$ cat src/core/tmc_pkg.sv
`default_nettype none

package tmc_pkg;

	// Register indices on the plain register port.
	localparam logic [3:0] ADDR_MODE    = 4'h0;
	localparam logic [3:0] ADDR_OUT     = 4'h1;
	localparam logic [3:0] ADDR_RUN     = 4'h2;
	localparam logic [3:0] ADDR_PER_LO  = 4'h3;
	localparam logic [3:0] ADDR_PER_HI  = 4'h4;
	localparam logic [3:0] ADDR_DUTY_LO = 4'h5;
	localparam logic [3:0] ADDR_DUTY_HI = 4'h6;
	localparam logic [3:0] ADDR_CNT_LO  = 4'h7;
	localparam logic [3:0] ADDR_CNT_HI  = 4'h8;
	localparam logic [3:0] ADDR_CAP_LO  = 4'h9;
	localparam logic [3:0] ADDR_CAP_HI  = 4'ha;

	localparam logic [7:0] RESET_BYTE = 8'h00;
	localparam logic [7:0] ZERO_BYTE  = 8'h00;

	// Writable bits; everything else reads as zero.
	localparam logic [7:0] MODE_WMASK = 8'ha7;
	localparam logic [7:0] OUT_WMASK  = 8'h0f;
	localparam logic [7:0] RUN_WMASK  = 8'h87;

	localparam int MODE_SLAVE_BIT = 7;
	localparam int MODE_TRIG_BIT  = 6;
	localparam int MODE_EXT_BIT   = 5;
	localparam int OUT_LVL1_BIT   = 3;
	localparam int OUT_EN1_BIT    = 2;
	localparam int OUT_LVL0_BIT   = 1;
	localparam int OUT_EN0_BIT    = 0;
	localparam int RUN_BIT        = 7;

	localparam int PRE_W = 7;
	localparam logic [PRE_W-1:0] PRE_ONES = 7'h7f;
	localparam logic [PRE_W-1:0] PRE_ZERO = 7'h00;
	localparam logic [PRE_W-1:0] PRE_ONE  = 7'h01;

	typedef logic [15:0] tmc_cnt_t;
	localparam tmc_cnt_t CNT_ZERO = 16'h0000;
	localparam tmc_cnt_t CNT_ONE  = 16'h0001;
	localparam tmc_cnt_t CNT_MAX  = 16'hffff;

	// Declaration order gives the encodings 0 to 7 of the mode field.
	typedef enum logic [2:0] {
		MD_INTERVAL,
		MD_EVENT,
		MD_TRIG_PULSE,
		MD_ONE_SHOT,
		MD_PWM,
		MD_FREE_RUN,
		MD_WIDTH,
		MD_PROHIBITED
	} tmc_mode_e;

endpackage

`default_nettype wire

$ cat src/core/tmc_link_if.sv
`default_nettype none

interface tmc_link_if;
	logic ev_edge;
	logic trig_rise;
	logic trig_fall;
	logic trig_level;
	logic wave0;
	logic wave1;

	modport sync (output ev_edge, output trig_rise, output trig_fall, output trig_level);
	modport core (input ev_edge, input trig_rise, input trig_fall, input trig_level,
		output wave0, output wave1);
	modport pins (input wave0, input wave1);
endinterface

`default_nettype wire

$ cat src/core/tmc_in_sync.sv
`default_nettype none

module tmc_in_sync (
	input  wire logic   ref_clk_i,
	input  wire logic   nrst_i,
	input  wire logic   ext_event_i,
	input  wire logic   ext_trig_i,
	tmc_link_if.sync    lk
);

	logic [1:0] raw;
	logic [1:0] s1_r;
	logic [1:0] s1_nxt;
	logic [1:0] s2_r;
	logic [1:0] s2_nxt;
	logic [1:0] s3_r;
	logic [1:0] s3_nxt;

	assign raw = {ext_trig_i, ext_event_i};

	// The third stage only serves edge detection, so stage one feeds stage two alone.
	always_comb begin
		s1_nxt = raw;
		s2_nxt = s1_r;
		s3_nxt = s2_r;
	end

	always_ff @(posedge ref_clk_i or negedge nrst_i) begin
		if (!nrst_i) begin
			s1_r <= 2'h0;
			s2_r <= 2'h0;
			s3_r <= 2'h0;
		end else begin
			s1_r <= s1_nxt;
			s2_r <= s2_nxt;
			s3_r <= s3_nxt;
		end
	end

	assign lk.ev_edge    = s2_r[0] & ~s3_r[0];
	assign lk.trig_rise  = s2_r[1] & ~s3_r[1];
	assign lk.trig_fall  = ~s2_r[1] & s3_r[1];
	assign lk.trig_level = s2_r[1];

endmodule

`default_nettype wire

$ cat src/core/tmc_out_stage.sv
`default_nettype none

module tmc_out_stage (
	input  wire logic       ref_clk_i,
	input  wire logic       nrst_i,
	input  wire logic [3:0] out_cfg_i,
	tmc_link_if.pins        lk,
	output logic            timer_out_pin0_o,
	output logic            timer_out_pin1_o
);

	logic [1:0] wave;
	logic [1:0] en;
	logic [1:0] lvl;
	logic [1:0] pin_r;
	logic [1:0] pin_nxt;

	assign wave = {lk.wave1, lk.wave0};
	assign en   = {out_cfg_i[tmc_pkg::OUT_EN1_BIT], out_cfg_i[tmc_pkg::OUT_EN0_BIT]};
	assign lvl  = {out_cfg_i[tmc_pkg::OUT_LVL1_BIT], out_cfg_i[tmc_pkg::OUT_LVL0_BIT]};

	for (genvar g = 0; g < 2; g++) begin : g_pin
		// Enabled pins carry the wave, inverted by the level bit; disabled pins
		// rest at the level bit itself.
		always_comb begin
			if (en[g]) begin
				pin_nxt[g] = wave[g] ^ lvl[g];
			end else begin
				pin_nxt[g] = lvl[g];
			end
		end
	end

	always_ff @(posedge ref_clk_i or negedge nrst_i) begin
		if (!nrst_i) begin
			pin_r <= 2'h0;
		end else begin
			pin_r <= pin_nxt;
		end
	end

	assign timer_out_pin0_o = pin_r[0];
	assign timer_out_pin1_o = pin_r[1];

endmodule

`default_nettype wire

$ cat src/core/tmc_timer_channel.sv
`default_nettype none

module tmc_timer_channel (
	input  wire logic       ref_clk_i,
	input  wire logic       nrst_i,
	input  wire logic [3:0] addr_i,
	input  wire logic [7:0] wdata_i,
	input  wire logic       wr_i,
	input  wire logic       rd_i,
	input  wire logic       bit_op_i,
	input  wire logic [2:0] bit_sel_i,
	output logic      [7:0] rdata_o,
	input  wire logic       ext_event_i,
	input  wire logic       ext_trig_i,
	input  wire logic       master_tick_i,
	input  wire logic       master_clear_i,
	output logic            count_tick_o,
	output logic            count_clear_o,
	output logic            timer_out_pin0_o,
	output logic            timer_out_pin1_o
);

	// A byte access replaces the whole register; a bit access touches one bit.
	function automatic logic [7:0] apply_write(input logic [7:0] old, input logic [7:0] wd,
		input logic bop, input logic [2:0] sel);
		logic [7:0] v;
		v = old;
		if (bop) begin
			v[sel] = wd[0];
		end else begin
			v = wd;
		end
		return v;
	endfunction

	tmc_link_if lk ();

	logic                 [7:0] mode_r;
	logic                 [7:0] mode_nxt;
	logic                 [7:0] out_r;
	logic                 [7:0] out_nxt;
	logic                 [7:0] run_r;
	logic                 [7:0] run_nxt;
	logic                 [7:0] cmp_r   [4];
	logic                 [7:0] cmp_nxt [4];
	logic                 [7:0] rdata_r;
	logic                 [7:0] rdata_nxt;
	logic                 [7:0] mode_wv;
	logic                 [7:0] rd_byte;
	logic                       soft_trig;
	tmc_pkg::tmc_mode_e         mode;
	tmc_pkg::tmc_cnt_t          period;
	tmc_pkg::tmc_cnt_t          duty;
	tmc_pkg::tmc_cnt_t          cnt_r;
	tmc_pkg::tmc_cnt_t          cnt_nxt;
	tmc_pkg::tmc_cnt_t          cap_r;
	tmc_pkg::tmc_cnt_t          cap_nxt;
	logic [tmc_pkg::PRE_W-1:0]  div_r;
	logic [tmc_pkg::PRE_W-1:0]  div_nxt;
	logic [tmc_pkg::PRE_W-1:0]  pre_mask;
	logic                       pre_tick;
	logic                       ext_src;
	logic                       slave;
	logic                       running;
	logic                       tick;
	logic                       trig;
	logic                       match;
	logic                       act_r;
	logic                       act_nxt;
	logic                       w0_r;
	logic                       w0_nxt;
	logic                       w1_r;
	logic                       w1_nxt;
	logic                       tick_r;
	logic                       tick_nxt;
	logic                       clr_r;
	logic                       clr_nxt;

	tmc_in_sync u_sync (
		.ref_clk_i   (ref_clk_i),
		.nrst_i      (nrst_i),
		.ext_event_i (ext_event_i),
		.ext_trig_i  (ext_trig_i),
		.lk          (lk)
	);

	tmc_out_stage u_out (
		.ref_clk_i        (ref_clk_i),
		.nrst_i           (nrst_i),
		.out_cfg_i        (out_r[3:0]),
		.lk               (lk),
		.timer_out_pin0_o (timer_out_pin0_o),
		.timer_out_pin1_o (timer_out_pin1_o)
	);

	// Register writes.
	assign mode_wv = apply_write(mode_r, wdata_i, bit_op_i, bit_sel_i);
	// The trigger bit is never stored, so writing zero there cannot start anything.
	assign soft_trig = wr_i && (addr_i == tmc_pkg::ADDR_MODE)
		&& mode_wv[tmc_pkg::MODE_TRIG_BIT];

	always_comb begin
		mode_nxt = mode_r;
		out_nxt  = out_r;
		run_nxt  = run_r;
		for (int i = 0; i < 4; i++) begin
			cmp_nxt[i] = cmp_r[i];
		end
		if (wr_i) begin
			if (addr_i == tmc_pkg::ADDR_MODE) begin
				mode_nxt = mode_wv & tmc_pkg::MODE_WMASK;
			end else if (addr_i == tmc_pkg::ADDR_OUT) begin
				out_nxt = apply_write(out_r, wdata_i, bit_op_i, bit_sel_i)
					& tmc_pkg::OUT_WMASK;
			end else if (addr_i == tmc_pkg::ADDR_RUN) begin
				run_nxt = apply_write(run_r, wdata_i, bit_op_i, bit_sel_i)
					& tmc_pkg::RUN_WMASK;
			end else if (addr_i >= tmc_pkg::ADDR_PER_LO && addr_i <= tmc_pkg::ADDR_DUTY_HI) begin
				cmp_nxt[2'(addr_i - tmc_pkg::ADDR_PER_LO)] =
					apply_write(cmp_r[2'(addr_i - tmc_pkg::ADDR_PER_LO)],
						wdata_i, bit_op_i, bit_sel_i);
			end
		end
	end

	always_ff @(posedge ref_clk_i or negedge nrst_i) begin
		if (!nrst_i) begin
			mode_r <= tmc_pkg::RESET_BYTE;
			out_r  <= tmc_pkg::RESET_BYTE;
			run_r  <= tmc_pkg::RESET_BYTE;
			for (int i = 0; i < 4; i++) begin
				cmp_r[i] <= tmc_pkg::RESET_BYTE;
			end
		end else begin
			mode_r <= mode_nxt;
			out_r  <= out_nxt;
			run_r  <= run_nxt;
			for (int i = 0; i < 4; i++) begin
				cmp_r[i] <= cmp_nxt[i];
			end
		end
	end

	// Read path: data appear only in the cycle after the strobe.
	always_comb begin
		rd_byte = tmc_pkg::ZERO_BYTE;
		if (addr_i == tmc_pkg::ADDR_MODE) begin
			rd_byte = mode_r;
		end else if (addr_i == tmc_pkg::ADDR_OUT) begin
			rd_byte = out_r;
		end else if (addr_i == tmc_pkg::ADDR_RUN) begin
			rd_byte = run_r;
		end else if (addr_i >= tmc_pkg::ADDR_PER_LO && addr_i <= tmc_pkg::ADDR_DUTY_HI) begin
			rd_byte = cmp_r[2'(addr_i - tmc_pkg::ADDR_PER_LO)];
		end else if (addr_i == tmc_pkg::ADDR_CNT_LO) begin
			rd_byte = cnt_r[7:0];
		end else if (addr_i == tmc_pkg::ADDR_CNT_HI) begin
			rd_byte = cnt_r[15:8];
		end else if (addr_i == tmc_pkg::ADDR_CAP_LO) begin
			rd_byte = cap_r[7:0];
		end else if (addr_i == tmc_pkg::ADDR_CAP_HI) begin
			rd_byte = cap_r[15:8];
		end
		rdata_nxt = tmc_pkg::ZERO_BYTE;
		if (rd_i) begin
			if (bit_op_i) begin
				rdata_nxt = {7'h00, rd_byte[bit_sel_i]};
			end else begin
				rdata_nxt = rd_byte;
			end
		end
	end

	always_ff @(posedge ref_clk_i or negedge nrst_i) begin
		if (!nrst_i) begin
			rdata_r <= tmc_pkg::ZERO_BYTE;
		end else begin
			rdata_r <= rdata_nxt;
		end
	end

	// Count source selection.
	assign mode     = tmc_pkg::tmc_mode_e'(mode_r[2:0]);
	assign period   = {cmp_r[1], cmp_r[0]};
	assign duty     = {cmp_r[3], cmp_r[2]};
	assign running  = run_r[tmc_pkg::RUN_BIT];
	assign slave    = mode_r[tmc_pkg::MODE_SLAVE_BIT];
	assign pre_mask = ~(tmc_pkg::PRE_ONES << run_r[2:0]);
	assign pre_tick = (div_r & pre_mask) == pre_mask;
	assign ext_src  = (mode == tmc_pkg::MD_EVENT) || mode_r[tmc_pkg::MODE_EXT_BIT];
	// A slave takes its count enable from the master so both stay in step.
	assign tick     = slave ? master_tick_i : (ext_src ? lk.ev_edge : pre_tick);
	assign trig     = lk.trig_rise || soft_trig;
	assign match    = cnt_r == period;

	// Mode sequencer. Mode and source are assumed stable while running; a change
	// under way only takes proper effect after the run bit is cycled.
	always_comb begin
		cnt_nxt  = cnt_r;
		cap_nxt  = cap_r;
		act_nxt  = act_r;
		w0_nxt   = w0_r;
		w1_nxt   = w1_r;
		clr_nxt  = 1'b0;
		tick_nxt = 1'b0;
		div_nxt  = tmc_pkg::PRE_ZERO;
		if (running) begin
			div_nxt  = div_r + tmc_pkg::PRE_ONE;
			tick_nxt = tick && (mode != tmc_pkg::MD_PROHIBITED);
			case (mode)
				tmc_pkg::MD_TRIG_PULSE, tmc_pkg::MD_ONE_SHOT: begin
					// A one-shot ignores triggers until its pulse has ended.
					if (trig && !(mode == tmc_pkg::MD_ONE_SHOT && act_r)) begin
						cnt_nxt = tmc_pkg::CNT_ZERO;
						act_nxt = 1'b1;
						clr_nxt = 1'b1;
					end else if (act_r && tick) begin
						if (match) begin
							cnt_nxt = tmc_pkg::CNT_ZERO;
							act_nxt = 1'b0;
							clr_nxt = 1'b1;
						end else begin
							cnt_nxt = cnt_r + tmc_pkg::CNT_ONE;
						end
					end
				end
				tmc_pkg::MD_WIDTH: begin
					if (lk.trig_rise) begin
						cnt_nxt = tmc_pkg::CNT_ZERO;
						clr_nxt = 1'b1;
					end else if (lk.trig_fall) begin
						cap_nxt = cnt_r;
					end else if (tick && lk.trig_level && cnt_r != tmc_pkg::CNT_MAX) begin
						cnt_nxt = cnt_r + tmc_pkg::CNT_ONE;
					end
				end
				tmc_pkg::MD_FREE_RUN: begin
					if (tick) begin
						cnt_nxt = cnt_r + tmc_pkg::CNT_ONE;
						if (match) begin
							w0_nxt = ~w0_r;
						end
					end
				end
				tmc_pkg::MD_PROHIBITED: begin
					cnt_nxt = cnt_r;
				end
				default: begin
					if (tick) begin
						if (match) begin
							cnt_nxt = tmc_pkg::CNT_ZERO;
							clr_nxt = 1'b1;
							w0_nxt  = ~w0_r;
						end else begin
							cnt_nxt = cnt_r + tmc_pkg::CNT_ONE;
						end
					end
				end
			endcase
			if (slave && master_clear_i) begin
				cnt_nxt = tmc_pkg::CNT_ZERO;
				clr_nxt = 1'b1;
			end
			if (mode == tmc_pkg::MD_PWM) begin
				w1_nxt = cnt_nxt < duty;
			end else if (mode == tmc_pkg::MD_TRIG_PULSE || mode == tmc_pkg::MD_ONE_SHOT) begin
				w1_nxt = act_nxt && (cnt_nxt >= duty);
			end else begin
				w1_nxt = w0_nxt;
			end
		end else begin
			// Stopping the timer returns the counter and waves to their idle state.
			cnt_nxt = tmc_pkg::CNT_ZERO;
			act_nxt = 1'b0;
			w0_nxt  = 1'b0;
			w1_nxt  = 1'b0;
		end
	end

	always_ff @(posedge ref_clk_i or negedge nrst_i) begin
		if (!nrst_i) begin
			cnt_r  <= tmc_pkg::CNT_ZERO;
			cap_r  <= tmc_pkg::CNT_ZERO;
			div_r  <= tmc_pkg::PRE_ZERO;
			act_r  <= 1'b0;
			w0_r   <= 1'b0;
			w1_r   <= 1'b0;
			tick_r <= 1'b0;
			clr_r  <= 1'b0;
		end else begin
			cnt_r  <= cnt_nxt;
			cap_r  <= cap_nxt;
			div_r  <= div_nxt;
			act_r  <= act_nxt;
			w0_r   <= w0_nxt;
			w1_r   <= w1_nxt;
			tick_r <= tick_nxt;
			clr_r  <= clr_nxt;
		end
	end

	assign lk.wave0      = w0_r;
	assign lk.wave1      = w1_r;
	assign rdata_o       = rdata_r;
	assign count_tick_o  = tick_r;
	assign count_clear_o = clr_r;

endmodule

`default_nettype wire

$ cat config.mk
export PLATFORM = sky130hd
export DESIGN_NAME = tmc_timer_channel
export DESIGN_NICKNAME = d
export VERILOG_FILES = /design/src/core/tmc_pkg.sv /design/src/core/tmc_link_if.sv /design/src/core/tmc_in_sync.sv /design/src/core/tmc_out_stage.sv /design/src/core/tmc_timer_channel.sv
export SDC_FILE = /design/constraint.sdc
export NUM_CORES = 1
export LEC_CHECK = 0
export ABC_AREA = 1
export BUFFER_PORTS_ARGS = -buffer_cell sky130_fd_sc_hd__buf_4
export CAP_MARGIN = 30
export CELL_PAD_IN_SITES_DETAIL_PLACEMENT = 1
export CELL_PAD_IN_SITES_GLOBAL_PLACEMENT = 1
export CORE_ASPECT_RATIO = 2
export CORE_MARGIN = 2
export CORE_UTILIZATION = 35
export CTS_CLUSTER_DIAMETER = 120
export DETAILED_ROUTE_END_ITERATION = 7
export GPL_TIMING_DRIVEN = 0
export PLACE_DENSITY = 0.75
export SLEW_MARGIN = 20
export SYNTH_ARGS = -nofsm -noshare
export SYNTH_HDL_FRONTEND = slang
export SYNTH_SLANG_ARGS = --single-unit
$ cat constraint.sdc
create_clock -name ref_clk_i -period 3.53 [get_ports ref_clk_i]
set_input_delay 0.353 -clock ref_clk_i [delete_from_list [all_inputs] [get_ports ref_clk_i]]
set_output_delay 0.353 -clock ref_clk_i [all_outputs]
set_load 0.05 [all_outputs]
After elaboration in Yosys (flattened, before gate mapping) --
Index checks and enable logic that the tools add are counted.
Word-level totals: bits of input ports 24, flip-flop bits (word level) 105, word-level logic and storage cells 163, output and inout bits 12
Operators by class: shifts and indexed selects 1, magnitude comparators 8, add/subtract/negate cells 3, reduce and logical (&&, ||, !) cells 26, multiplexer cells 72, eq/ne operators 17, bitwise gates (word level) 16
Operators by type and width (count):
- 16-bit 2-to-1 mux | 11
- 8-bit 2-to-1 mux | 21
- 16-bit case mux with 4 select lines | 1
- 32-bit bitwise mux | 1
- 8-bit bitwise mux | 4
- 1-bit 2-to-1 mux | 27
- 16-bit by 1-bit adder with 16-bit output (second input constant) | 1
- 8-bit binary-select mux with 2-bit select | 1
- 8-bit demux with 2-bit select | 1
- 16-bit equality test | 1
- 16-bit greater-or-equal comparator | 1
- 16-bit < comparator | 1
- 16-bit inequality test (second input constant) | 1
- 1-bit logical AND | 13
- 3-bit equality test (second input constant) | 4
- 4-bit equality test (second input constant) | 3
- 1-bit inverter | 8
- 4-bit AND reduction | 2
- 7-bit by 1-bit adder with 7-bit output (second input constant) | 1
- 7-bit AND | 1
- 7-bit equality test | 1
- 7-bit 2-to-1 mux | 1
- 7-bit inverter | 1
- 7-bit by 3-bit << shifter with 7-bit output (first input constant) | 1
- 28 further kinds | 35

Depth between registers and ports, before layout --
Gate-level depths: netlist of the first run.
word-level depth 19, depth in mapped cells 29, depth with buffers taken out 28

By module --
Synthesis of the first run repeated with hierarchy kept, for this count alone.
Second synthesis, totals: cells, all modules 1228, area, all modules 7896.3 µm²
Modules (own cells, without submodules):
- tmc_timer_channel | instances 1, area each 7626.1 µm², cells each 1202, sequential area each 2427.3 µm²
- tmc_in_sync | instances 1, area each 172.7 µm², cells each 12, sequential area each 150.1 µm²
- tmc_out_stage | instances 1, area each 97.6 µm², cells each 14, sequential area each 50.0 µm²

Worst setup path before layout of the first run --
OpenSTA, ideal clock, no wires.
kind input to register, from input port addr_i[0], to register w1_r, in the netlist lk.wave1, stages on the path 27, library setup time 0.113 ns, path slack 0.314 ns, data required time 3.417 ns, buffers on the path 3, arrival time 3.103 ns, cells stage by stage buf_2 inv_2 buf_2 ha_1 nand2_2 nor2_4 a21oi_2 a31oi_2 nor2_2 buf_4 nand3_1 nand3_1 nand2_1 inv_1 ha_1 inv_1 nor2_1 o21ai_0 a21oi_1 o21bai_1 nand2_1 o21ai_0 inv_1 nand2_1 nand3_1 nand2_1 inv_1
Between the ends: cells in the longest elaborated chain, start to end 14, elaborated cells between the ends (all ways) 18, those cells by class 2 x order compare; 10 x mux; 6 x reduce/logical
Ends and longest elaborated chain:
- start, declared | RTL line tmc_timer_channel.sv:6 | input wire logic [3:0] addr_i,
- 4-bit logical NOT * | RTL line tmc_timer_channel.sv:99 | assign soft_trig = wr_i && (addr_i == tmc_pkg::ADDR_MODE)
- 1-bit logical AND * | RTL line tmc_timer_channel.sv:99
- 1-bit logical AND * | RTL line tmc_timer_channel.sv:100 | && mode_wv[tmc_pkg::MODE_TRIG_BIT];
- 1-bit logical OR * | RTL line tmc_timer_channel.sv:193 | assign trig = lk.trig_rise || soft_trig;
- 1-bit logical AND * | RTL line tmc_timer_channel.sv:213 | if (trig && !(mode == tmc_pkg::MD_ONE_SHOT && act_r)) begin
- 16-bit 2-to-1 mux | RTL line tmc_timer_channel.sv:213
- 16-bit case mux with 4 select lines | RTL line tmc_timer_channel.sv:210 | case (mode)
- 16-bit 2-to-1 mux | RTL line tmc_timer_channel.sv:260 | if (slave && master_clear_i) begin
- 16-bit 2-to-1 mux | RTL line tmc_timer_channel.sv:207 | if (running) begin
- 16-bit greater-or-equal comparator | RTL line tmc_timer_channel.sv:267 | w1_nxt = act_nxt && (cnt_nxt >= duty);
- 1-bit logical AND | RTL line tmc_timer_channel.sv:267
- 1-bit 2-to-1 mux | RTL line tmc_timer_channel.sv:266 | end else if (mode == tmc_pkg::MD_TRIG_PULSE || mode == tmc_pkg::MD_ONE_SHOT) begin
- 1-bit 2-to-1 mux * | RTL line tmc_timer_channel.sv:264 | if (mode == tmc_pkg::MD_PWM) begin
- 1-bit 2-to-1 mux * | RTL line tmc_timer_channel.sv:207
- via w1_nxt | RTL line tmc_timer_channel.sv:73 | logic w1_nxt;
- end signal, assigned | RTL line tmc_timer_channel.sv:296 | w1_r <= w1_nxt;
- end, declared | RTL line tmc_timer_channel.sv:72 | logic w1_r;
Mark *: on every way through the listed nets, which the timed path passes. The rest lies on a longest branch. The select of a mux whose other input is x is not followed. A chain may end at the register's enable or synchronous reset.

Worst setup path after layout of the first run --
from register cnt_r[0], to register w1_r, in the netlist lk.wave1
Between the ends: cells in the longest elaborated chain, start to end 13, elaborated cells between the ends (all ways) 29, those cells by class 1 x add/sub; 2 x order compare; 2 x eq/ne; 22 x mux; 2 x reduce/logical
Ends and longest elaborated chain:
- start, declared | RTL line tmc_timer_channel.sv:54 | tmc_pkg::tmc_cnt_t cnt_r;
- start signal, assigned | RTL line tmc_timer_channel.sv:282 | cnt_r <= tmc_pkg::CNT_ZERO;
- start signal, assigned | RTL line tmc_timer_channel.sv:291 | cnt_r <= cnt_nxt;
- parallel branches: the longest is 11 deep, another holds 16-bit by 1-bit adder with 16-bit output
- 1-bit 2-to-1 mux * | RTL line tmc_timer_channel.sv:264
- 1-bit 2-to-1 mux * | RTL line tmc_timer_channel.sv:207
- via w1_nxt | RTL line tmc_timer_channel.sv:73
Mark *: on every way through the listed nets, which the timed path passes. The select of a mux whose other input is x is not followed.

==> out/results.txt, run 1 <==
Synthesis Warnings = 0
Async SR Flop Fraction = 100.0%
Max Fclk = 290.1 MHz
Post-Synthesis Cells = 1203
Hold path endpoint = u_sync.s1_r[0]$_DFF_PN0_
Most frequent cells in the layout = 378 x nand2_1, 142 x nand3_1, 140 x inv_1
Worst R2R Setup Slack = 0.08 ns
Pin count of the biggest net entering global routing = 75
Status = complete, no violations
# rows = 77
Max incr delay on CP = 0.44 ns
Max Slew Vio Count = 0
Vias per cell = 5.573
Clock Latency Late Sink = 0.38 ns
Share of post-route cells with drive strength above 1 = 18.24%
Nets = 1338
Clock transition at path regs = 0.07 ns
Syn Area/Cell = 6.490 um^2
Max VDD drop = 0.0003442 V
Post-synth top area cell = dfrtp_1
Final period utilization = 97.65%
Min-delay src = ext_event_i
GRT Util Overall = 29.85%
Hold path cells = 1
Gpl congestion = 0.9863
Initial antenna violation count = 0
Via count = 8749
Die ar. = 23590 um^2
Crit path time final = 3.447 ns
Reg2reg end = lk.wave1$_DFF_PN0_
Setup Crit Path Kind = reg -> reg
Post-Place Cell Area = 8452 um^2
Critical Path RT = 3.80 ns
Initial DRC Count = 470
First-pass GRT wire length = 51780 um
Static Leak = 4.940 nW
Total grt overflow = 0
Fill cell count = 2889
Distinct cells, synth = 41
Top-area cell type share of the netlist area = 33.65%
HPWL Detailed = 26360 um
Num CTS Buffers = 9
FF-to-FF Start = cnt_r[0]$_DFF_PN0_
Clock skew = 0.008906 ns
I/O pin cnt = 36
Clock Path Buffers = 2
DIE HEIGHT = 215.2 um
Die X = 109.6 um
DR WL/cell = 22.23 um
Critical path startpoint category = register
Crit-path slowest cell = dfrtp_2
Number of diodes = 0
Number of global-route vias before repair = 9155
Worst Hold Class = in -> reg
Cell depth of the worst flop-to-flop path = 26
Remaining DRCs = 0
Worst-path maximum fanout = 15
Mapped Area = 7807 um^2
PortBufs = 35
Sink Count = 105
CTS tree = built
Core ar. = 21970 um^2
Synth Flop Type = dfrtp_1
Initial core utilization = 35.54%
Most used cell, CP = inv_1
Final Power = 5.485 mW
Cell area after layout = 9537 um^2
Root Buffer = clkbuf_16
Worst Max-Slew Pin Slew = 0.9248 ns
Syn Nets = 1252
#FFs+latches synth = 105
DRT antenna net count = 0
# setup viols final = 0
Final wirelength = 34910 um
Hold Vio Cnt, Final = 0
# H-tree levels = 3
Maxcap violations = 0
Commonest non-fill, non-tap cell in the layout = nand2_1
Crit path DAT = 3.72 ns
Pwr per Cell Area = 575.1 nW/um^2
DR pass1 iterations = 5
Slew headroom = 37.70%
Top cells by area, synth = dfrtp_1 34%, nand2_1 19%, nand3_1 9.3%, inv_1 6.9%, o21ai_0 4.7%
Sequential share of the synthesized area = 33.65%
Worst setup EP type = register
Area Overhead vs Synth = 22.15%
Post-synth EDFFs = 0
Setup_tns = 0 ns
==> synth_stat cells (all sizes together), types with 14 or more instances <==
cell type / instances
ha: 25
buf: 29
a21oi: 69
nand2: 407
dfrtp: 105
inv: 154
nand3: 148
nor2: 92
o21ai: 85
nor3: 16
clkbuf: 14
xor2: 21
==> where the power goes <==
part	internal, mW	switching (mW)	total [mW]
Sequential	1.42	0.221	1.64
Combinational	0.975	1.84	2.82
Clock	0.495	0.529	1.02
==> final cells by class <==
type / count / area, um^2 / area share (%)
Inverter: 155 / 594.3 / 6.232
Multi-Input combinational cell: 900 / 4721 / 49.50
Clock buffer: 9 / 225.2 / 2.362
Clock inverter: 7 / 60.06 / 0.6298
Sequential cell: 105 / 2640 / 27.68
Timing Repair Buffer: 78 / 661.9 / 6.940
Tap cell: 276 / 345.3 / 3.621
Buffer: 40 / 289.0 / 3.031
==> through the flow <==
stage / utilization [%] / worst slack [ns] / hold slack (ns) / cells
2_1_floorplan: - / 0.3144 / 0.05741 / 1203
3_3_place_gp: 38.31 / -0.9003 / 0.3324 / 1514
3_5_place_dp: 38.48 / -1.094 / 0.2638 / 1516
4_1_cts: 40.90 / 0.005336 / 0.06471 / 1545
5_1_grt: 43.42 / -0.07845 / 0.06923 / 1570
6_report: 43.42 / 0.08294 / 0.08056 / 1570
==> what timing repair did <==
| item | 4_1_cts | 5_1_grt |
|---|---|---|
| setup buffers | 15 | 23 |
| setup endpoints to repair | 1 | 1 |
| pin swaps | 7 | 26 |
| cloned | 0 | 1 |
| hold buffers | 1 | 0 |
| gates resized for setup | 49 | 78 |
| hold endpoints to repair | 31 | 0 |
==> layer usage <==
layer / track usage [%] / wire length, um / vias to the layer above
met3: 4.853 / 1341 / 182
li1: - / - / 4013
met1: 28.78 / 11750 / 4252
met5: 0 / 0 / -
met4: 27.64 / 3808 / 0
met2: 51.79 / 18000 / 302
==> critical path, delay by kind of cell, from the launching register on <==
kind	cells	cell delay (ns)
flip-flops	1	0.44
adder cells (fa/ha/maj)	2	0.43
AND/OR/NAND/NOR	14	1.45
buffers and inverters	5	0.37
AO/OA/AOI/OAI	5	0.64
==> kinds of logic (layout without fill, tap and decap cells) <==
| logic type | Yosys count | count (layout) | synth area share [%] |
|---|---|---|---|
| AO/OA/AOI/OAI | 176 | 176 | 12.40 |
| flip-flops | 105 | 105 | 33.65 |
| AND/OR/NAND/NOR | 677 | 677 | 36.94 |
| XOR/XNOR | 21 | 21 | 2.356 |
| buffers and inverters | 198 | 289 | 10.50 |
| adder cells (fa/ha/maj) | 25 | 25 | 4.006 |
| multiplexers | 1 | 1 | 0.1442 |
==> how the worst max path moves through the flow <==
stage,startpoint,to,slack [ns],depth (start not counted)
finish,cnt_r[0]$_DFF_PN0_,lk.wave1$_DFF_PN0_,0.08,26
floorplan,addr_i[0],lk.wave1$_DFF_PN0_,0.31,27
CTS,cnt_r[1]$_DFF_PN0_,lk.wave1$_DFF_PN0_,0.005,25
global placement,addr_i[0],lk.wave1$_DFF_PN0_,-0.90,28
detailed placement,addr_i[0],lk.wave1$_DFF_PN0_,-1.09,28
global route,div_r[2]$_DFF_PN0_,lk.wave1$_DFF_PN0_,-0.08,28
==> flip-flops by register name, summed over array words and instances (netlist names), 4 cells and up <==
register and flops:
rdata_o 8, cnt_r 16, cap_r 16, out_r 4, run_r 4, div_r 7, mode_r 5, cmp_r 32
Note: power is estimated with default switching activity, not from simulation.
==> inputs of run 2 (changes only) <==
- CORE_MARGIN: 2 -> default
==> out/results.txt, run 2 (synthesis results as in run 1) <==
Status = complete, no violations
Critical path startpoint category = register
Crit path to = lk.wave1$_DFF_PN0_
DR WL/cell = 22.24 um (about the same)
Worst Hold Class = in -> reg
HPWL Detailed = 26210 um (-0.59%)
Max incr delay on CP = 0.48 ns (+0.04 ns)
Worst path depth = 23 (-12%)
Num CTS Buffers = 9 (unchanged)
Most used cell, CP = nand2_1
Sink Count = 105 (unchanged)
Post-Place Cell Area = 8452 um^2 (unchanged)
Pin count of the biggest net entering global routing = 69 (-8.0%)
Clock skew = 0.007971 ns (-0.0009344 ns)
# setup viols final = 0 (unchanged)
DR pass1 iterations = 5 (unchanged)
Final period utilization = 98.30% (+0.65 points)
Worst-path maximum fanout = 6 (-9)
Initial core utilization = 35.54% (unchanged)
DIE HEIGHT = 213.2 um (-0.93%)
Area Overhead vs Synth = 21.54%
Via count = 8697 (-0.59%)
# H-tree levels = 3 (unchanged)
CP cell instances = buf_4 -> xor2_1 -> nor2_1 -> nand2_1 -> nor2_2 -> nand2_4 -> nor2_2 -> inv_2 -> o21ai_1 -> nor2_1 -> nand2_1 -> ha_1 -> nor2_1 -> o21ai_1 -> a21oi_1 -> o21bai_1 -> nand2_2 -> o21ai_1 -> inv_1 -> nand2_1 -> nand3_1 -> nand2_1 -> inv_2
Final wirelength = 34950 um (+0.14%)
I/O pin cnt = 36 (unchanged)
Die X = 107.6 um (-1.8%)
Most frequent cells in the layout = 384 x nand2_1, 142 x nand3_1, 140 x inv_1
Maxcap violations = 0 (unchanged)
CTS tree = built
Gpl congestion = 0.9720 (-1.4%)
# rows = 77 (unchanged)
Bufs and invs on worst path = 4 (-1)
Max Slew Vio Count = 0 (unchanged)
Worst hold margin = 0.08095 ns (+0.0003861 ns)
Worst setup EP type = register
Initial antenna violation count = 0 (unchanged)
DRT antenna net count = 0 (unchanged)
Pwr per Cell Area = 566.5 nW/um^2 (-1.5%)
Critical Path RT = 3.80 ns (about the same)
Worst R2R Setup Slack = 0.06 ns (-0.02 ns)
Number of diodes = 0 (unchanged)
Cell area after layout = 9489 um^2 (-0.50%)
Vias per cell = 5.532 (-0.72%)
Reg2reg end = lk.wave1$_DFF_PN0_
Remaining DRCs = 0 (unchanged)
Crit path DAT = 3.74 ns (+0.02 ns)
Top Registers = cmp_r x32, cap_r x16, cnt_r x16
Clock Path Buffers = 2 (unchanged)
PortBufs = 35 (unchanged)
Worst path top cell family by delay = simple AND/OR/NAND/NOR gates
Final Non-Filler Cells = 1572 (+0.13%)
Max Fclk = 288.2 MHz (-0.66%)
FF-to-FF Start = cnt_r[0]$_DFF_PN0_
Dpl cells = 1516 (unchanged)
Worst Setup SP = cnt_r[0]$_DFF_PN0_
Cell depth of the worst flop-to-flop path = 23 (-12%)
Register with the most flip-flops = cmp_r
Max VDD drop = 0.0002908 V (-16%)
GRT Util Overall = 30.62% (+0.78 points)
Root Buffer = clkbuf_16
Slew headroom = 29.56% (-8.1 points)
First-pass GRT wire length = 50960 um (-1.6%)
Fill cell count = 2902 (+0.45%)
Worst Max-Slew Pin Slew = 1.048 ns (+0.1229 ns)
Clock Latency Late Sink = 0.37 ns (about the same)
Clock transition at path regs = 0.08 ns (about the same)
Share of post-route cells with drive strength above 1 = 16.67% (-1.6 points)
Total grt overflow = 0 (unchanged)
Nets = 1340 (+0.15%)
Commonest non-fill, non-tap cell in the layout = nand2_1
Max reg flops = 32 (unchanged)
Die ar. = 22940 um^2 (-2.7%)
Core ar. = 21970 um^2 (unchanged)
Crit path time final = 3.470 ns (+0.02286 ns)
Number of global-route vias before repair = 8945 (-2.3%)
Setup Crit Path Kind = reg -> reg
Initial DRC Count = 457 (-2.8%)
Static Leak = 4.992 nW (+1.0%)
Crit-path slowest cell = dfrtp_2
Hold Vio Cnt, Final = 0 (unchanged)
## run 2: changes by cell type in the layout (fill, tap and decap cells not counted), moves of 3 or more
cell / change
ha_1: +7
nand2_2: -7
ha_4: -6
nand2_1: +6
buf_2: -3
dfrtp_1: +3
dfrtp_2: -3
## run 2: stage by stage
stage | power (mW) | worst slack [ns] | util, % | setup TNS, ns
4_1_cts | 5.034 | 0.001799 | 40.75 | 0
5_1_grt | 5.693 | -0.1347 | 43.20 | -0.1347
3_3_place_gp | 3.835 | -0.9252 | 38.31 | -0.9252
3_5_place_dp | 3.917 | -0.9208 | 38.48 | -0.9208
2_1_floorplan | 3.066 | 0.3144 | - | 0
6_report | 5.376 | 0.06008 | 43.20 | 0
## run 2: worst min-delay path by stage
stage / startpoint / end / depth (start not counted)
6_report: ext_event_i / u_sync.s1_r[0]$_DFF_PN0_ / 1
5_1_grt: ext_event_i / u_sync.s1_r[0]$_DFF_PN0_ / 1
4_1_cts: ext_event_i / u_sync.s1_r[0]$_DFF_PN0_ / 1
3_5_place_dp: nrst_i / cmp_r[5]$_DFFE_PN0P_ / 1
3_3_place_gp: u_sync.s1_r[0]$_DFF_PN0_ / u_sync.s2_r[0]$_DFF_PN0_ / 0
2_1_floorplan: nrst_i / act_r$_DFF_PN0_ / 0
## run 2: per-layer routing
layer / part of all wire [%] / wire length [um] / up-vias / GRT usage, %
met5: 0 / 0 / - / 0
met4: 9.8 / 3426 / 0 / 27.54
met3: 4.2 / 1472 / 172 / 3.846
met2: 53 / 18520 / 301 / 56.92
met1: 33 / 11530 / 4197 / 28.45
li1: - / - / 4027 / -
## run 2: worst register-to-register path, cell delays in order, from the launching register on
cell and delay (ns):
dfrtp_2 0.48, buf_4 0.17, xor2_1 0.13, nor2_1 0.10, nand2_1 0.09, nor2_2 0.14
nand2_4 0.12, nor2_2 0.25, inv_2 0.13, o21ai_1 0.23, nor2_1 0.09, nand2_1 0.24
ha_1 0.21, nor2_1 0.04, o21ai_1 0.11, a21oi_1 0.07, o21bai_1 0.19, nand2_2 0.12
o21ai_1 0.15, inv_1 0.06, nand2_1 0.06, nand3_1 0.06, nand2_1 0.07, inv_2 0.05
## run 2: area by class of cell
class,count,area [um^2],area share [%]
multi-input combinational,900,4599,48.47
buffer,41,326.6,3.441
inverter,155,604.3,6.369
timing repair buffer,79,689.4,7.265
clock inverter,6,48.80,0.5142
tap,276,345.3,3.639
clock buffer,10,239.0,2.518
sequential,105,2636,27.78
## run 2: power breakdown
part           internal [mW]  switching, mW  leakage, nW
clock                  0.508          0.512        0.144
combinational          0.928           1.78         3.49
sequential              1.42          0.224         1.36
total                   2.86           2.52         4.99
## run 2: what timing repair did
| item | 4_1_cts | 5_1_grt |
|---|---|---|
| hold endpoints to repair | 37 | 0 |
| gates resized for setup | 43 | 72 |
| buffers inserted | 10 | 29 |
| pin swaps | 5 | 24 |
| hold buffers | 1 | 0 |
| endpoints found under the setup margin | 1 | 1 |
| gates cloned | 0 | 2 |
==> inputs of run 3 (changes only) <==
- PLACE_DENSITY: 0.75 -> default
- PLACE_DENSITY_LB_ADDON: default -> 0.1
==> out/results.txt, run 3 (synthesis results as in run 1) <==
First-pass GRT wire length = 52540 um (+3.1%)
Max Fclk = 298.0 MHz (+3.4%)
HPWL Detailed = 27450 um (+4.7%)
Post-Place Cell Area = 8452 um^2 (unchanged)
# setup viols final = 0 (unchanged)
Status = complete, no violations
Number of global-route vias before repair = 8780 (-1.8%)
Psw = 2.594 mW (+3.0%)
Cell depth of the worst flop-to-flop path = 25 (+8.7%)
GRT Util Overall = 32.09% (+1.5 points)
Sequential share of power = 30.7% (about the same)
Max Slew Vio Count = 0 (unchanged)
Root Buffer = clkbuf_16
CTS tree = built
Critical Path RT = 3.81 ns (about the same)
Worst setup EP type = register
Commonest non-fill, non-tap cell in the layout = nand2_1
Comb pwr share = 49.6% (-0.8 points)
Crit-path slowest cell = dfrtp_2
Nets = 1336 (-0.30%)
Cell Int Power = 2.840 mW (-0.63%)
Crit path time final = 3.356 ns (-0.1137 ns)
Clock Latency Late Sink = 0.38 ns (about the same)
DIE HEIGHT = 213.2 um (unchanged)
Share of post-route cells with drive strength above 1 = 16.72% (+0.052 points)
DR pass1 iterations = 5 (unchanged)
Remaining DRCs = 0 (unchanged)
Core ar. = 21970 um^2 (unchanged)
Final Non-Filler Cells = 1568 (-0.25%)
Clock Power Share = 19.7% (+0.7 points)
Final Power = 5.434 mW (+1.1%)
Worst hold margin = 0.06968 ns (-0.01126 ns)
Cell area after layout = 9443 um^2 (-0.49%)
Met3 routed WL = 895 um (-39%)
Worst-path maximum fanout = 7 (+1)
Clock transition at path regs = 0.09 ns (about the same)
Worst slack at placement = -0.9085 ns (+0.01228 ns)
Clock Path Buffers = 2 (unchanged)
Number of diodes = 0 (unchanged)
Maxcap violations = 0 (unchanged)
Switching part of the total = 47.74% (+0.90 points)
Slew headroom = 32.82% (+3.3 points)
Setup ws final = 0.1738 ns (+0.1137 ns)
# H-tree levels = 3 (unchanged)
Hold Vio Cnt, Final = 0 (unchanged)
DRT antenna net count = 0 (unchanged)
Sink Count = 105 (unchanged)
Setup Crit Path Kind = reg -> reg
Clock skew = 0.01934 ns (+0.01137 ns)
Reg2reg end = lk.wave1$_DFF_PN0_
Num CTS Buffers = 9 (unchanged)
Max VDD drop = 0.0002443 V (-16%)
Initial core utilization = 35.54% (unchanged)
Worst R2R Setup Slack = 0.17 ns (+0.11 ns)
I/O pin cnt = 36 (unchanged)
Die ar. = 22940 um^2 (unchanged)
Final wirelength = 35510 um (+1.6%)
Fill cell count = 2913 (+0.38%)
Worst Hold Class = in -> reg
Max reg flops = 32 (unchanged)
Die X = 107.6 um (unchanged)
Top sig layer = met4
Pin count of the biggest net entering global routing = 73 (+5.8%)
Via count = 8461 (-2.7%)
Gpl congestion = 0.9682 (-0.39%)
Worst Max-Slew Pin Slew = 0.9972 ns (-0.05042 ns)
Dpl cells = 1516 (unchanged)
Register with the most flip-flops = cmp_r
Setup_tns = 0 ns (unchanged)
M1 wire length = 12530 um (+8.7%)
Max incr delay on CP = 0.46 ns (-0.02 ns)
Hold path cells = 1 (unchanged)
# rows = 77 (unchanged)
Min-delay src = ext_trig_i
Initial antenna violation count = 0 (unchanged)
Crit path DAT = 3.63 ns (-0.11 ns)
Critical path startpoint category = register
Final Core Density = 42.99% (-0.21 points)
Most frequent cells in the layout = 384 x nand2_1, 143 x nand3_1, 141 x inv_1
Initial DRC Count = 364 (-20%)
Top Registers = cmp_r x32, cap_r x16, cnt_r x16
Static Leak = 4.920 nW (-1.4%)
Met2 WL = 18740 um (+1.2%)
Vias per cell = 5.396 (-2.5%)
PortBufs = 35 (unchanged)
FF-to-FF Start = run_r[1]$_DFFE_PN0P_
Total grt overflow = 0 (unchanged)
Area Overhead vs Synth = 20.95%
DR WL/cell = 22.65 um (+1.8%)
Pwr per Cell Area = 575.4 nW/um^2 (+1.6%)
Final period utilization = 95.08% (-3.2 points)
Hold path endpoint = u_sync.s1_r[1]$_DFF_PN0_
-- run 3: area by class of cell --
type	count	area, um^2	area share, %
Tap cell	276	345.3	3.657
Buffer	39	302.8	3.207
Clock buffer	9	225.2	2.385
Clock inverter	7	76.32	0.8083
Multi-Input combinational cell	900	4606	48.77
Inverter	155	610.6	6.466
Sequential cell	105	2641	27.97
Timing Repair Buffer	77	635.6	6.731
-- run 3: worst max path at each step --
stage | endpoint | cells past startpoint | startpoint
6_report | lk.wave1$_DFF_PN0_ | 25 | run_r[1]$_DFFE_PN0P_
5_1_grt | lk.wave1$_DFF_PN0_ | 25 | run_r[1]$_DFFE_PN0P_
4_1_cts | lk.wave1$_DFF_PN0_ | 26 | cnt_r[8]$_DFF_PN0_
3_5_place_dp | lk.wave1$_DFF_PN0_ | 28 | addr_i[0]
3_3_place_gp | lk.wave1$_DFF_PN0_ | 28 | addr_i[0]
2_1_floorplan | lk.wave1$_DFF_PN0_ | 27 | addr_i[0]
-- run 3: worst max-delay path, delay by kind of cell (launching register included) --
kind	cells	cell delay, ns
fa+ha+maj	1	0.22
buf+inv	6	0.55
simple gates	12	1.06
compound gates	6	0.94
flops	1	0.46
-- run 3: layer usage --
metal / vias to the layer above / GRT usage (%)
met5: - / 0
met2: 209 / 58.55
met4: 0 / 27.82
met1: 4116 / 31.73
met3: 128 / 3.144
li1: 4008 / -
-- run 3: power groups by stage --
stage	Combinational, mW	Sequential (mW)	Clock [mW]
finish	2.70	1.67	1.07
global route	2.95	1.69	1.12
CTS	2.40	1.65	1.09
detailed placement	2.29	1.68	0
global placement	2.23	1.67	0
floorplan	1.44	1.62	0
-- run 3: what timing repair did --
action	in CTS	in global routing
buffers inserted	12	26
hold buffers	1	0
pin swaps	5	23
hold endpoints to repair	33	0
resized for setup	39	76
cloned	0	1
endpoints found under the setup margin	1	1
